### src/logic/lsaas_pkg.sv
// Package with register indices, field positions, reset values and thresholds of the line sense block.
package lsaas_pkg;
    localparam int IDX_W = 6;
    localparam int ADDR_W = 8;
    // Register indices; the byte address is four times the index.
    localparam logic [5:0] IDX_FAULT_FLAG = 6'h03;
    localparam logic [5:0] IDX_IRQ_ENABLE = 6'h05;
    localparam logic [5:0] IDX_DET_ENABLE = 6'h12;
    localparam logic [5:0] IDX_OV_THRESH = 6'h13;
    localparam logic [5:0] IDX_DET_CTRL = 6'h15;
    localparam logic [5:0] IDX_LINE_CTRL = 6'h16;
    localparam logic [5:0] IDX_RING_RESULT = 6'h1A;
    localparam logic [5:0] IDX_LINE_V_RESULT = 6'h1B;
    localparam logic [5:0] IDX_LOOP_I_RESULT = 6'h1C;
    localparam logic [5:0] IDX_DET_STATUS = 6'h1E;
    localparam logic [5:0] IDX_EVT_STATUS = 6'h20;
    localparam logic [5:0] IDX_EVT_MASK = 6'h21;
    // Field positions.
    localparam int BIT_FAULT_FLAG = 2;
    localparam int BIT_IRQ_ENABLE = 2;
    localparam int BIT_DET_ENABLE = 1;
    localparam int BIT_OV_THRESH = 2;
    localparam int BIT_OC_EN = 0;
    localparam int BIT_OV_EN = 1;
    localparam int BIT_UV_EN = 2;
    localparam int BIT_NOM_BW = 0;
    localparam int BIT_OV_GATE = 1;
    localparam int BIT_I_LIMIT = 2;
    localparam int BIT_OC_STATUS = 4;
    localparam int BIT_OV_STATUS = 5;
    localparam int BIT_UV_STATUS = 6;
    // Reset values.
    localparam logic [2:0] RST_DET_CTRL = 3'h0;
    localparam logic [2:0] RST_LINE_CTRL = 3'h0;
    localparam logic [2:0] RST_EVT_MASK = 3'h0;
    // Loop current scale and over-current limits.
    localparam int LOOP_I_LSB_UA = 1250;
    localparam int OC_LIMIT_HIGH_MA = 125;
    localparam int OC_LIMIT_LOW_MA = 55;
    localparam logic [6:0] OC_COUNT_HIGH = 7'(OC_LIMIT_HIGH_MA * 1000 / LOOP_I_LSB_UA);
    localparam logic [6:0] OC_COUNT_LOW = 7'(OC_LIMIT_LOW_MA * 1000 / LOOP_I_LSB_UA);
    // AXI responses.
    localparam logic [1:0] RESP_OKAY = 2'h0;
    localparam logic [1:0] RESP_SLVERR = 2'h2;
endpackage : lsaas_pkg

### src/logic/lsaas_reg_if.sv
// Interface carrying register access strobes from the bus slave to the register file.
`timescale 1ns/10ps
`default_nettype none
interface lsaas_reg_if;
    logic        wr_en;
    logic [5:0]  wr_idx;
    logic [7:0]  wr_data;
    logic        wr_err;
    logic        rd_en;
    logic [5:0]  rd_idx;
    logic [31:0] rd_data;
    logic        rd_err;
    // Bus side issues strobes and receives decode answers.
    modport bus (output wr_en, wr_idx, wr_data, rd_en, rd_idx,
                 input wr_err, rd_data, rd_err);
    // Register side decodes and answers.
    modport regs (input wr_en, wr_idx, wr_data, rd_en, rd_idx,
                  output wr_err, rd_data, rd_err);
endinterface : lsaas_reg_if
`default_nettype wire

### src/logic/lsaas_axil_slave.sv
// AXI4-Lite slave that turns bus transfers into register strobes.
`timescale 1ns/10ps
`default_nettype none
module lsaas_axil_slave (
    input  wire logic        clk,
    input  wire logic        rst_n,
    input  wire logic [7:0]  awaddr,
    input  wire logic        awvalid,
    output logic             awready,
    input  wire logic [31:0] wdata,
    input  wire logic [3:0]  wstrb,
    input  wire logic        wvalid,
    output logic             wready,
    output logic [1:0]       bresp,
    output logic             bvalid,
    input  wire logic        bready,
    input  wire logic [7:0]  araddr,
    input  wire logic        arvalid,
    output logic             arready,
    output logic [31:0]      rdata,
    output logic [1:0]       rresp,
    output logic             rvalid,
    input  wire logic        rready,
    lsaas_reg_if.bus         rif
);
    logic       aw_held;
    logic       w_held;
    logic [5:0] aw_idx;
    logic [7:0] w_byte;
    logic       w_lane0;
    logic       pair_ready;

    // Address and data are held separately so they may arrive in either order.
    assign awready = !aw_held && !bvalid;
    assign wready = !w_held && !bvalid;
    assign pair_ready = aw_held && w_held && !bvalid;
    assign rif.wr_en = pair_ready && w_lane0;
    assign rif.wr_idx = aw_idx;
    assign rif.wr_data = w_byte;
    // Reads sample the register side in the handshake cycle, so rdata stays coherent.
    assign arready = !rvalid;
    assign rif.rd_en = arvalid && arready;
    assign rif.rd_idx = araddr[7:2];

    // Write channel holding registers and response.
    always_ff @(posedge clk or negedge rst_n) begin
        if (!rst_n) begin
            aw_held <= 1'b0;
            w_held <= 1'b0;
            aw_idx <= 6'h00;
            w_byte <= 8'h00;
            w_lane0 <= 1'b0;
            bvalid <= 1'b0;
            bresp <= lsaas_pkg::RESP_OKAY;
        end else begin
            if (awvalid && awready) begin
                aw_held <= 1'b1;
                aw_idx <= awaddr[7:2];
            end
            if (wvalid && wready) begin
                w_held <= 1'b1;
                w_byte <= wdata[7:0];
                w_lane0 <= wstrb[0];
            end
            if (pair_ready) begin
                aw_held <= 1'b0;
                w_held <= 1'b0;
                bvalid <= 1'b1;
                bresp <= rif.wr_err ? lsaas_pkg::RESP_SLVERR : lsaas_pkg::RESP_OKAY;
            end else if (bvalid && bready) begin
                bvalid <= 1'b0;
            end
        end
    end

    // Read response register.
    always_ff @(posedge clk or negedge rst_n) begin
        if (!rst_n) begin
            rvalid <= 1'b0;
            rdata <= 32'h0000_0000;
            rresp <= lsaas_pkg::RESP_OKAY;
        end else if (rif.rd_en) begin
            rvalid <= 1'b1;
            rdata <= rif.rd_data;
            rresp <= rif.rd_err ? lsaas_pkg::RESP_SLVERR : lsaas_pkg::RESP_OKAY;
        end else if (rvalid && rready) begin
            rvalid <= 1'b0;
        end
    end
endmodule : lsaas_axil_slave
`default_nettype wire

### src/logic/lsaas_detect.sv
// Under-voltage, over-voltage and over-current detectors with bandwidth override.
`timescale 1ns/10ps
`default_nettype none
module lsaas_detect (
    input  wire logic       clk,
    input  wire logic       rst_n,
    input  wire logic       det_enable,
    input  wire logic       uv_enable,
    input  wire logic       ov_enable,
    input  wire logic       oc_enable,
    input  wire logic       ov_thresh_sel,
    input  wire logic       nominal_bw_ctrl,
    input  wire logic       ov_gate_enable,
    input  wire logic       current_limit_mode,
    input  wire logic       line_supply_undervolt,
    input  wire logic       ring_over_low_thr,
    input  wire logic       ring_over_high_thr,
    input  wire logic [6:0] loop_current,
    output logic            uv_status,
    output logic            ov_status,
    output logic            oc_status,
    output logic            nominal_bw_effective
);
    logic       uv_now;
    logic       nom_now;
    logic       ov_cmp;
    logic       ov_now;
    logic [6:0] oc_limit;
    logic       oc_now;

    // All three detectors are gated by the common line-side enable.
    assign uv_now = det_enable && uv_enable && line_supply_undervolt;
    assign nom_now = nominal_bw_ctrl && !uv_now;
    assign ov_cmp = ov_thresh_sel ? ring_over_high_thr : ring_over_low_thr;
    assign ov_now = det_enable && ov_enable && ov_gate_enable && nom_now && ov_cmp;
    assign oc_limit = current_limit_mode ? lsaas_pkg::OC_COUNT_LOW : lsaas_pkg::OC_COUNT_HIGH;
    assign oc_now = det_enable && oc_enable && (loop_current > oc_limit);

    // Status levels follow the conditions one cycle later; they are not latched.
    always_ff @(posedge clk or negedge rst_n) begin
        if (!rst_n) begin
            uv_status <= 1'b0;
            ov_status <= 1'b0;
            oc_status <= 1'b0;
            nominal_bw_effective <= 1'b0;
        end else begin
            uv_status <= uv_now;
            ov_status <= ov_now;
            oc_status <= oc_now;
            nominal_bw_effective <= nom_now;
        end
    end
endmodule : lsaas_detect
`default_nettype wire

### src/logic/lsaas_top.sv
// Top of the line sense block: register file, result latches, fault flag and interrupt.
`timescale 1ns/10ps
`default_nettype none
module lsaas_top (
    input  wire logic        clk,
    input  wire logic        rst_n,
    input  wire logic [7:0]  s_axi_awaddr,
    input  wire logic        s_axi_awvalid,
    output logic             s_axi_awready,
    input  wire logic [31:0] s_axi_wdata,
    input  wire logic [3:0]  s_axi_wstrb,
    input  wire logic        s_axi_wvalid,
    output logic             s_axi_wready,
    output logic [1:0]       s_axi_bresp,
    output logic             s_axi_bvalid,
    input  wire logic        s_axi_bready,
    input  wire logic [7:0]  s_axi_araddr,
    input  wire logic        s_axi_arvalid,
    output logic             s_axi_arready,
    output logic [31:0]      s_axi_rdata,
    output logic [1:0]       s_axi_rresp,
    output logic             s_axi_rvalid,
    input  wire logic        s_axi_rready,
    input  wire logic        aux_conv_valid,
    input  wire logic [7:0]  aux_ring_code,
    input  wire logic [6:0]  aux_dc_code_msbs,
    input  wire logic [6:0]  aux_current_code,
    input  wire logic        line_supply_undervolt,
    input  wire logic        ring_over_low_thr,
    input  wire logic        ring_over_high_thr,
    output logic             nominal_bw_effective,
    output logic             irq
);
    lsaas_reg_if rif ();

    logic       line_fault_flag;
    logic       line_fault_irq_enable;
    logic       line_side_detectors_enable;
    logic       overvolt_threshold_select;
    logic [2:0] det_ctrl;
    logic [2:0] line_ctrl;
    logic [7:0] ring_voltage_result;
    logic [6:0] line_voltage_result;
    logic [6:0] loop_current_result;
    logic [2:0] evt_status;
    logic [2:0] evt_mask;
    logic       undervolt_status;
    logic       overvolt_status;
    logic       overcurrent_status;
    logic [2:0] det_status;
    logic       any_condition;
    logic       wr_irq_enable;
    logic       wr_det_enable;
    logic       wr_ov_thresh;
    logic       wr_det_ctrl;
    logic       wr_line_ctrl;
    logic       wr_evt_status;
    logic       wr_evt_mask;
    logic       rd_fault_flag;
    logic       wr_mapped;
    logic       rd_mapped;
    logic [7:0] rd_byte;
    logic [2:0] next_evt_status;
    logic       next_fault_flag;

    // Bus slave; it only moves strobes, all decoding lives here.
    lsaas_axil_slave u_axil (
        .clk     (clk),
        .rst_n   (rst_n),
        .awaddr  (s_axi_awaddr),
        .awvalid (s_axi_awvalid),
        .awready (s_axi_awready),
        .wdata   (s_axi_wdata),
        .wstrb   (s_axi_wstrb),
        .wvalid  (s_axi_wvalid),
        .wready  (s_axi_wready),
        .bresp   (s_axi_bresp),
        .bvalid  (s_axi_bvalid),
        .bready  (s_axi_bready),
        .araddr  (s_axi_araddr),
        .arvalid (s_axi_arvalid),
        .arready (s_axi_arready),
        .rdata   (s_axi_rdata),
        .rresp   (s_axi_rresp),
        .rvalid  (s_axi_rvalid),
        .rready  (s_axi_rready),
        .rif     (rif)
    );

    // Detector unit driven by the software controls.
    lsaas_detect u_detect (
        .clk                   (clk),
        .rst_n                 (rst_n),
        .det_enable            (line_side_detectors_enable),
        .uv_enable             (det_ctrl[lsaas_pkg::BIT_UV_EN]),
        .ov_enable             (det_ctrl[lsaas_pkg::BIT_OV_EN]),
        .oc_enable             (det_ctrl[lsaas_pkg::BIT_OC_EN]),
        .ov_thresh_sel         (overvolt_threshold_select),
        .nominal_bw_ctrl       (line_ctrl[lsaas_pkg::BIT_NOM_BW]),
        .ov_gate_enable        (line_ctrl[lsaas_pkg::BIT_OV_GATE]),
        .current_limit_mode    (line_ctrl[lsaas_pkg::BIT_I_LIMIT]),
        .line_supply_undervolt (line_supply_undervolt),
        .ring_over_low_thr     (ring_over_low_thr),
        .ring_over_high_thr    (ring_over_high_thr),
        .loop_current          (loop_current_result),
        .uv_status             (undervolt_status),
        .ov_status             (overvolt_status),
        .oc_status             (overcurrent_status),
        .nominal_bw_effective  (nominal_bw_effective)
    );

    // Write decode; every register takes its bits from the low byte.
    assign wr_irq_enable = rif.wr_en && (rif.wr_idx == lsaas_pkg::IDX_IRQ_ENABLE);
    assign wr_det_enable = rif.wr_en && (rif.wr_idx == lsaas_pkg::IDX_DET_ENABLE);
    assign wr_ov_thresh = rif.wr_en && (rif.wr_idx == lsaas_pkg::IDX_OV_THRESH);
    assign wr_det_ctrl = rif.wr_en && (rif.wr_idx == lsaas_pkg::IDX_DET_CTRL);
    assign wr_line_ctrl = rif.wr_en && (rif.wr_idx == lsaas_pkg::IDX_LINE_CTRL);
    assign wr_evt_status = rif.wr_en && (rif.wr_idx == lsaas_pkg::IDX_EVT_STATUS);
    assign wr_evt_mask = rif.wr_en && (rif.wr_idx == lsaas_pkg::IDX_EVT_MASK);
    // Read-only registers and unknown indices answer a write with an error.
    assign wr_mapped = (rif.wr_idx == lsaas_pkg::IDX_IRQ_ENABLE) ||
                       (rif.wr_idx == lsaas_pkg::IDX_DET_ENABLE) ||
                       (rif.wr_idx == lsaas_pkg::IDX_OV_THRESH) ||
                       (rif.wr_idx == lsaas_pkg::IDX_DET_CTRL) ||
                       (rif.wr_idx == lsaas_pkg::IDX_LINE_CTRL) ||
                       (rif.wr_idx == lsaas_pkg::IDX_EVT_STATUS) ||
                       (rif.wr_idx == lsaas_pkg::IDX_EVT_MASK);
    assign rif.wr_err = !wr_mapped;

    // Software control registers.
    always_ff @(posedge clk or negedge rst_n) begin
        if (!rst_n) begin
            line_fault_irq_enable <= 1'b0;
            line_side_detectors_enable <= 1'b0;
            overvolt_threshold_select <= 1'b0;
            det_ctrl <= lsaas_pkg::RST_DET_CTRL;
            line_ctrl <= lsaas_pkg::RST_LINE_CTRL;
            evt_mask <= lsaas_pkg::RST_EVT_MASK;
        end else begin
            if (wr_irq_enable) begin
                line_fault_irq_enable <= rif.wr_data[lsaas_pkg::BIT_IRQ_ENABLE];
            end
            if (wr_det_enable) begin
                line_side_detectors_enable <= rif.wr_data[lsaas_pkg::BIT_DET_ENABLE];
            end
            if (wr_ov_thresh) begin
                overvolt_threshold_select <= rif.wr_data[lsaas_pkg::BIT_OV_THRESH];
            end
            if (wr_det_ctrl) begin
                det_ctrl <= rif.wr_data[2:0];
            end
            if (wr_line_ctrl) begin
                line_ctrl <= rif.wr_data[2:0];
            end
            if (wr_evt_mask) begin
                evt_mask <= rif.wr_data[2:0];
            end
        end
    end

    // Converter results are captured on the converter's strobe and held between samples.
    always_ff @(posedge clk or negedge rst_n) begin
        if (!rst_n) begin
            ring_voltage_result <= 8'h00;
            line_voltage_result <= 7'h00;
            loop_current_result <= 7'h00;
        end else if (aux_conv_valid) begin
            ring_voltage_result <= aux_ring_code;
            line_voltage_result <= aux_dc_code_msbs;
            loop_current_result <= aux_current_code;
        end
    end

    // Fault flag: a condition present in the clearing read's cycle keeps the flag set.
    assign det_status = {undervolt_status, overvolt_status, overcurrent_status};
    assign any_condition = |det_status;
    assign rd_fault_flag = rif.rd_en && (rif.rd_idx == lsaas_pkg::IDX_FAULT_FLAG);
    assign next_fault_flag = any_condition || (line_fault_flag && !rd_fault_flag);
    // Per-cause sticky bits cleared by writing one; a new event wins over the clear.
    assign next_evt_status = det_status |
                             (evt_status & ~(wr_evt_status ? rif.wr_data[2:0] : 3'h0));

    always_ff @(posedge clk or negedge rst_n) begin
        if (!rst_n) begin
            line_fault_flag <= 1'b0;
            evt_status <= 3'h0;
        end else begin
            line_fault_flag <= next_fault_flag;
            evt_status <= next_evt_status;
        end
    end

    // One level interrupt; the fault path drops as soon as a read clears the flag.
    assign irq = (line_fault_flag && line_fault_irq_enable) || (|(evt_status & evt_mask));

    // Read mux; write-only controls read back so software can verify them.
    always_comb begin
        rd_byte = 8'h00;
        rd_mapped = 1'b1;
        case (rif.rd_idx)
            lsaas_pkg::IDX_FAULT_FLAG: rd_byte[lsaas_pkg::BIT_FAULT_FLAG] = line_fault_flag;
            lsaas_pkg::IDX_IRQ_ENABLE: rd_byte[lsaas_pkg::BIT_IRQ_ENABLE] = line_fault_irq_enable;
            lsaas_pkg::IDX_DET_ENABLE: begin
                rd_byte[lsaas_pkg::BIT_DET_ENABLE] = line_side_detectors_enable;
            end
            lsaas_pkg::IDX_OV_THRESH: begin
                rd_byte[lsaas_pkg::BIT_OV_THRESH] = overvolt_threshold_select;
            end
            lsaas_pkg::IDX_DET_CTRL: rd_byte[2:0] = det_ctrl;
            lsaas_pkg::IDX_LINE_CTRL: rd_byte[2:0] = line_ctrl;
            lsaas_pkg::IDX_RING_RESULT: rd_byte = ring_voltage_result;
            lsaas_pkg::IDX_LINE_V_RESULT: rd_byte = {line_voltage_result, 1'b0};
            lsaas_pkg::IDX_LOOP_I_RESULT: rd_byte = {loop_current_result, 1'b0};
            lsaas_pkg::IDX_DET_STATUS: begin
                rd_byte[lsaas_pkg::BIT_UV_STATUS] = undervolt_status;
                rd_byte[lsaas_pkg::BIT_OV_STATUS] = overvolt_status;
                rd_byte[lsaas_pkg::BIT_OC_STATUS] = overcurrent_status;
            end
            lsaas_pkg::IDX_EVT_STATUS: rd_byte[2:0] = evt_status;
            lsaas_pkg::IDX_EVT_MASK: rd_byte[2:0] = evt_mask;
            default: rd_mapped = 1'b0;
        endcase
    end

    assign rif.rd_data = {24'h00_0000, rd_byte};
    assign rif.rd_err = !rd_mapped;
endmodule : lsaas_top
`default_nettype wire

### config.mk
export PLATFORM = sky130hd
export DESIGN_NAME = lsaas_top
export DESIGN_NICKNAME = d
export VERILOG_FILES = /design/src/logic/lsaas_pkg.sv /design/src/logic/lsaas_reg_if.sv /design/src/logic/lsaas_axil_slave.sv /design/src/logic/lsaas_detect.sv /design/src/logic/lsaas_top.sv
export SDC_FILE = /design/constraint.sdc
export NUM_CORES = 1
export LEC_CHECK = 0
export BUFFER_PORTS_ARGS = -buffer_cell sky130_fd_sc_hd__buf_2
export CAP_MARGIN = 10
export CORE_ASPECT_RATIO = 0.8
export CORE_UTILIZATION = 40
export DETAILED_ROUTE_END_ITERATION = 10
export GPL_TIMING_DRIVEN = 0
export PLACE_DENSITY = 0.67
export SYNTH_ARGS = -nofsm -noshare
export SYNTH_HDL_FRONTEND = slang
export SYNTH_SLANG_ARGS = --single-unit
### constraint.sdc
create_clock -name clk -period 3.8 [get_ports clk]
set_clock_uncertainty 0.15 [all_clocks]
set_input_delay 0.38 -clock clk [delete_from_list [all_inputs] [get_ports clk]]
set_output_delay 0.38 -clock clk [all_outputs]
set_load 0.1 [all_outputs]
* Word level (Yosys, flattened, before mapping)
Index checks and enable logic that the tools add are counted.
Storage, ports and cells: input port bits 85, word-level logic and storage cells 119, register bits after elaboration 68
Cells by class: eq/ne operators 19, $lt $le $gt $ge 1, bitwise logic cells 4, reductions and logical operators 50, multiplexer cells 20
Operators with widths (count):
- equality test 6 x 5 -> 1 bit (second input constant) | 12
- logical AND 1 bit | 29
- equality test 6 bit (second input constant) | 4
- equality test 6 x 3 -> 1 bit (second input constant) | 2
- case mux 3 bit (4 select lines) | 1
- OR reduction 12 bit | 1
- two-way mux 1 bit | 10
- case mux 1 bit (10 select lines) | 1
- logical OR 1 bit | 8
- case mux 1 bit (8 select lines) | 1
- nonzero test 2 bit | 4
- greater-than comparator 7 bit | 1
- two-way mux 7 bit | 1
- bitwise AND 3 bit | 2
- equality test 6 x 2 -> 1 bit (second input constant) | 1
- logical NOT 1 bit | 6
- case mux 1 bit (3 select lines) | 2
- OR reduction 3 bit | 2
- case mux 1 bit (5 select lines) | 1
- two-way mux 2 bit | 2
- two-way mux 3 bit | 1
- inverter 3 bit | 1
- OR 3 bit | 1

* Logic depth before layout (Yosys ltp)
Gate-level depths: netlist of the first run.
word-level depth 8, gate-level depth with buffers 6

* Hierarchy
From an unflattened synthesis of the first run, not the netlist that was laid out.
Unflattened totals: cell total of the unflattened synthesis 323, area total of the unflattened synthesis 4374.2 sq um
By module, submodules not included:
- lsaas_axil_slave | instances 1, area each 2109.5 sq um, cells an instance 133
- lsaas_top | instances 1, area each 2037.0 sq um, cells an instance 171
- lsaas_detect | instances 1, area each 227.7 sq um, cells an instance 19

* Least setup slack after synthesis of the first run
No wires, ideal clock.
kind flip-flop to output port, start register u_axil.bvalid, end output s_axi_awready, path slack 1.056 ns, stages on the path, launching flop included 2, arrival 2.214 ns, data required time 3.270 ns, buffers on the path 0, cell sequence dfrtp_1 -> nor2_1
Between the ends: cells in the longest elaborated chain, start to end 2
RTL lines:
- start: declaration | line lsaas_axil_slave.sv:15 | output logic bvalid,
- start signal: assignment | line lsaas_axil_slave.sv:53 | bvalid <= 1'b0;
- start signal: assignment | line lsaas_axil_slave.sv:68 | bvalid <= 1'b1;
- start signal: assignment | line lsaas_axil_slave.sv:71 | bvalid <= 1'b0;
- logical NOT 1 bit | line lsaas_axil_slave.sv:34 | assign awready = !aw_held && !bvalid;
- logical AND 1 bit | line lsaas_axil_slave.sv:34
- end: declaration | line lsaas_top.sv:9 | output logic s_axi_awready,
Every way passes these cells.

* Worst setup path after layout of the first run
start register u_axil.bvalid, end register line_ctrl[1]
Between the ends: cells in the longest elaborated chain, start to end 4
RTL lines:
- logical NOT 1 bit | line lsaas_axil_slave.sv:36 | assign pair_ready = aw_held && w_held && !bvalid;
- logical AND 1 bit | line lsaas_axil_slave.sv:36
- logical AND 1 bit | line lsaas_axil_slave.sv:37 | assign rif.wr_en = pair_ready && w_lane0;
- logical AND 1 bit | line lsaas_top.sv:117 | assign wr_line_ctrl = rif.wr_en && (rif.wr_idx == lsaas_pkg::IDX_LINE_CTRL);
- end signal: assignment | line lsaas_top.sv:137 | line_ctrl <= lsaas_pkg::RST_LINE_CTRL;
- end signal: assignment | line lsaas_top.sv:153 | line_ctrl <= rif.wr_data[2:0];
- end: declaration | line lsaas_top.sv:41 | logic [2:0] line_ctrl;
Every way passes these cells. A chain may end at the register's enable or synchronous reset.

==> flow_metrics.tcl, run 1 <==
set metrics [dict create \
    fin_total_pwr_uw 2500 \
    p_sw_uw 1060 \
    grt_max_degree 67 \
    drive_above_1_share_pct 40.2 \
    hp-class "input pin to async pin" \
    grt_pass1_wl_mm 12.1 \
    ioPinCount 128 \
    final_common_cell "dfrtp_1" \
    cellPowerDensity_nw_per_um2 612 \
    initial_utilization_pct 41.6 \
    via_per_inst 5.01 \
    hpwl_mm 5.60 \
    wl_per_cell_um 14.3 \
    critical_path_class "register to register" \
    portBuffers 64 \
    synthFlopType "dfrtp_1" \
    finalWirelength_mm 7.25 \
    swShare_pct 42.5 \
    rows 29 \
    crit_required_ns 3.87 \
    hold_slack_ns -0.0117 \
    yosys_register_bits 66 \
    drv_cap 0 \
    first_pass_iters 5 \
    fmax_ghz 0.488 \
    ctsHoldBuffers 0 \
    cts-resized-gates 0 \
    drtAntennaViolNets 0 \
    power.leakage_uw 0.00198 \
    clock-sinks 66 \
    violations "hold timing" \
    cts_made_buffers 9 \
    nets 480 \
    fp.coreArea_um2 8020 \
    gp_congestion 0.876 \
    synth_seq_area_share_pct 49.5 \
    maxSlewHeadroom_pct 44.9 \
    max-clock-path-buffers 2 \
    rsz0062_at_grt "false" \
    r2r_end "line_ctrl[1]" \
    clkTransAtPathRegs_ns 0.07 \
    drtIter0Drc 162 \
    synth_top_area_share_pct 49.5 \
    yosys_warnings 0 \
    final_cell_mix "dfrtp_1, buf_2, mux2_2, buf_4, conb_1" \
    r2r_start "u_axil.bvalid" \
    status "finished, violations left" \
    die_h_um 83.7 \
    crit_path_start_kind "register" \
    cts_tree "done" \
    h-tree-depth 3 \
    p_int_uw 1440 \
    diodes 0 \
    syn-cell-area_um2 3340 \
    area_growth_pct 22.6 \
    postCtsSetupBuffers 0 \
    dieArea_um2 8710 \
    pwr-share-clk_pct 23.7 \
    insertion_delay_ns 0.34 \
    setup_tns_ns 0 \
    final_hold_viol_count 7 \
    synth_edf_count 0 \
    setup_viol 0 \
    grt_use_total_pct 17.5 \
    grt_overflow_total 0 \
    synth_cell_type_count 50 \
    vias 2534 \
    period_needed_ns 2.05 \
    worst_slew_pin_slew_ns 0.827 \
    seqPwrFrac_pct 41.2 \
    end_kind "register" \
    postSynthCellCount 293 \
    nFillCells 752 \
    comb_power_share_pct 35.0 \
    final_max_slew_viol_count 0 \
    post-route-period-util_pct 53.9 \
    worstPathArrival_ns 2.12 \
    avgSynthCellArea_um2 11.4 \
    grt_pass1_vias 2473 \
    synth_top_area_cell "dfrtp_1" \
    cts_root_buf "clkbuf_8" \
    route.detailed.drc 0 \
    antenna_found_initial 0 \
    rrSetupSlack_ns 1.75 \
    async_reset_ff_share_pct 100 \
    die_x_um 104 \
    r2r_cells 4 \
    synth_area_leaders "dfrtp_1, mux2_2, buf_4" \
    crit_fanout 7 \
    ir_drop_uv 335 \
]
## worst max-delay path by stage
stage          cells past startpoint            end  slack, ns          start
3_5_place_dp                       4   line_ctrl[1]       1.75  u_axil.bvalid
3_3_place_gp                       4   line_ctrl[1]       1.75  u_axil.bvalid
2_1_floorplan                      1  s_axi_awready       1.06  u_axil.bvalid
4_1_cts                            4   line_ctrl[1]       1.74  u_axil.bvalid
6_report                           4   line_ctrl[1]       1.75  u_axil.bvalid
5_1_grt                            4   line_ctrl[1]       1.67  u_axil.bvalid
## cells in the mapped netlist, types with 5 or more instances
cell      instances
nor2b_1           6
nand2_1          25
mux2i_1           8
inv_1             5
a222oi_1          5
o21ai_0          14
buf_4            27
mux2_2           39
dfrtp_1          66
nor2_1           15
a22oi_1           5
a21oi_1           8
## layout make-up
| class | count | area [µm²] | area share, % |
|---|---|---|---|
| Clock buffer | 10 | 138 | 3.36 |
| Buffer | 33 | 228 | 5.57 |
| Clock inverter | 6 | 65.1 | 1.59 |
| Timing Repair Buffer | 64 | 323 | 7.89 |
| Inverter | 6 | 22.5 | 0.550 |
| Multi-Input combinational cell | 213 | 1530 | 37.4 |
| Tap cell | 108 | 135 | 3.30 |
| Sequential cell | 66 | 1650 | 40.4 |
## stage by stage
step           area [µm²]  hold slack, ns  cells  setup WS [ns]  utilization, %
2_1_floorplan        3430         -0.0656    318           1.06               -
3_3_place_gp         3890           0.308    490           1.75            48.5
3_5_place_dp         3890           0.317    490           1.75            48.5
4_1_cts              4090         0.00945    506           1.74            51.0
5_1_grt              4090          0.0479    506           1.67            51.0
6_report             4090         -0.0117    506           1.75            51.0
## power by group through the flow
stage | sequential (µW) | clock, µW | combinational [µW]
4_1_cts | 1030 | 609 | 883
2_1_floorplan | 1150 | 0 | 576
5_1_grt | 1060 | 637 | 937
6_report | 1030 | 594 | 877
3_5_place_dp | 1040 | 0 | 883
3_3_place_gp | 1040 | 0 | 867
## registers in the layout, indices dropped and copies added (netlist names), 3 cells and up
signal,count
det_ctrl,3
evt_status,3
u_axil.rif.wr_data,3
loop_current_result,7
line_ctrl,3
u_axil.rif.wr_idx,6
u_axil.rdata,8
ring_voltage_result,8
line_voltage_result,7
evt_mask,3
## cells by family (layout without fill, tap and decap cells)
family	after synthesis	after routing	share of synthesized area (%)
xor gates and xnor gates	2	2	0.525
muxes	50	50	16.9
DFF	66	66	49.5
other	1	26	0.112
adders and majority gates	2	2	0.750
and+or+nand+nor	82	82	14.4
AOI/OAI and AO/OA	51	51	10.3
buffers and inverters	39	119	7.50
## critical path, stage by stage (launching register included)
cell and delay, ns:
dfrtp_1 0.45, nand3b_1 0.23, or3b_1 0.46, nor3_4 0.29
mux2_2 0.36
## metal layers
metal	up-vias	GRT usage [%]	share of wire [%]	routed length, µm
met1	1203	25.6	48	3510
li1	1221	-	-	-
met5	-	0	0	0
met2	103	25.8	44	3190
met4	0	6.49	1.2	89
met3	7	3.20	6.4	461
Note: power is estimated with default switching activity, not from simulation.
==> inputs of run 2 (changes only) <==
- clock period: 3.8 -> 1.9 ns (I/O delays scaled with it)
==> run 2 against run 1 <==
The run ends with setup timing left; via count is 9.6% higher; cell count is 9.5% higher; utilization is 6.8 points higher; global-route usage is 1.9 points higher; first-iteration DRC count is 19% higher; register-to-register slack worse by 1.8 ns; non-clock buffer count is 48 higher; die area stayed put; largest power group unchanged; clock power is 97% higher; setup slack worse by 1.8 ns; design area is 13% higher; sequential share of layout area is 4.6 points lower.
==> flow_metrics.tcl, run 2 (synthesized netlist as in run 1, its figures left out) <==
set metrics [dict create \
    ioPinCount 128 \
    area_growth_pct 39.0 \
    final_hold_viol_count 0 \
    drv_cap 0 \
    grt_pass1_vias 2699 \
    setup_viol 8 \
    min_from "line_supply_undervolt" \
    violations "setup timing" \
    initial_utilization_pct 41.6 \
    final_util_pct 57.8 \
    wl_per_cell_um 14.4 \
    portBuffers 64 \
    slowest_delay_ns 0.53 \
    grt_use_total_pct 19.4 \
    final_cell_mix "buf_2, dfrtp_1, dlygate4sd3_1, buf_4, mux2_2" \
    crit_fanout 4 \
    via_per_inst 5.01 \
    pre_cts_slack_ns -0.134 \
    cellPowerDensity_nw_per_um2 1150 \
    hpwl_mm 5.62 \
    fp.coreArea_um2 8020 \
    drive_above_1_share_pct 41.0 \
    maxSlewHeadroom_pct 44.0 \
    final_common_cell "buf_2" \
    grt_max_degree 67 \
    nets 528 \
    worst_slack_ns -0.0598 \
    power.leakage_uw 0.00219 \
    clkTransAtPathRegs_ns 0.07 \
    fmax_ghz 0.510 \
    die_h_um 83.7 \
    slowest_stage "or4_4" \
    r2r_cells 5 \
    grt_overflow_total 0 \
    diodes 0 \
    clock-sinks 66 \
    cts_tree "done" \
    gp_congestion 0.852 \
    top_regs "ring_voltage_result: 8 flops, u_axil.rdata: 8 flops" \
    r2r_start "u_axil.bvalid" \
    cts_root_buf "clkbuf_8" \
    hp-class "input pin to register" \
    worstPathArrival_ns 2.04 \
    cp_cell_sequence "inv_4 -> and3_4 -> nand3_4 -> or4_4 -> mux2_4" \
    rsz0062_at_grt "true" \
    route.detailed.drc 0 \
    holdPathEnd "u_detect.uv_status" \
    h-tree-depth 3 \
    hold_slack_ns 0.00591 \
    status "finished, violations left" \
    min_path_cells 2 \
    drtIter0Drc 192 \
    crit_required_ns 1.98 \
    insertion_delay_ns 0.34 \
    r2r_end "det_ctrl[1]" \
    grt_pass1_wl_mm 13.3 \
    post-route-period-util_pct 103 \
    end_kind "register" \
    vias 2778 \
    final_max_slew_viol_count 0 \
    period_needed_ns 1.96 \
    finalWirelength_mm 7.99 \
    max-clock-path-buffers 2 \
    dieArea_um2 8710 \
    rrSetupSlack_ns -0.06 \
    ir_drop_uv 584 \
    first_pass_iters 7 \
    worst_slew_pin_slew_ns 0.840 \
    antenna_found_initial 0 \
    drtAntennaViolNets 0 \
    critical_path_class "register to register" \
    rows 29 \
    cts_made_buffers 9 \
    die_x_um 104 \
    crit_path_start_kind "register" \
]
[run 2: cell count changes in the layout (fill, tap and decap cells not counted), moves of 3 or more]
cell / change
nand2_1: -3
clkinvlp_4: +3
o21ai_0: -4
nor2_2: +3
buf_4: +9
dlygate4sd3_1: +39
nor2_1: -5
o21ai_1: +4
[run 2: power breakdown]
part | switching (µW) | internal [µW]
sequential | 388 | 1730
combinational | 1320 | 713
clock | 558 | 608
[run 2: worst max path at each step]
stage | from | endpoint | slack, ns | depth (start not counted)
after floorplan | u_axil.bvalid | det_ctrl[0] | -0.23 | 5
final | u_axil.bvalid | det_ctrl[1] | -0.06 | 5
after global placement | u_axil.bvalid | det_ctrl[1] | -0.12 | 5
after global routing | u_axil.bvalid | line_ctrl[0] | -0.11 | 4
after detailed placement | u_axil.bvalid | det_ctrl[1] | -0.13 | 5
after CTS | u_axil.bvalid | det_ctrl[1] | -0.08 | 5
[run 2: area by class of cell]
cell class | count | area (µm²)
inverter | 6 | 28.8
tap | 108 | 135
timing repair buffer | 112 | 781
clock inverter | 6 | 66.3
sequential | 66 | 1660
clock buffer | 10 | 128
multi-input combinational | 213 | 1600
buffer | 33 | 238
fill | 694 | 3380
[run 2: stage by stage]
| stage | cells | total power [µW] | area, µm² | TNS, ns |
|---|---|---|---|---|
| after floorplan | 318 | 3510 | 3480 | -1.31 |
| final | 554 | 5310 | 4640 | -0.400 |
| after CTS | 551 | 5260 | 4580 | -0.417 |
| after global routing | 554 | 5570 | 4640 | -0.760 |
| after detailed placement | 490 | 3910 | 3940 | -0.737 |
| after global placement | 490 | 3860 | 3940 | -0.567 |
[run 2: worst max-delay path, delay by kind of cell (launching register included)]
kind,cells,cell delay [ns]
flops,1,0.51
simple gates,3,0.81
mux,1,0.32
buf+inv,1,0.06
[run 2: repair_timing]
action / 4_1_cts / 5_1_grt
hold endpoints to repair: 102 / 0
pin swaps: 3 / 5
hold buffers: 39 / 0
setup buffers: 6 / 3
gates resized for setup: 3 / 6
setup endpoints to repair: 9 / 12
[run 2: metal layers]
metal | share of wire [%] | vias to the layer above | global-route usage [%] | wire length (µm)
met5 | 0 | - | 0 | 0
li1 | - | 1316 | - | -
met3 | 5.5 | 16 | 5.23 | 438
met1 | 48 | 1344 | 27.6 | 3810
met4 | 1.9 | 0 | 6.36 | 148
met2 | 45 | 102 | 28.6 | 3590
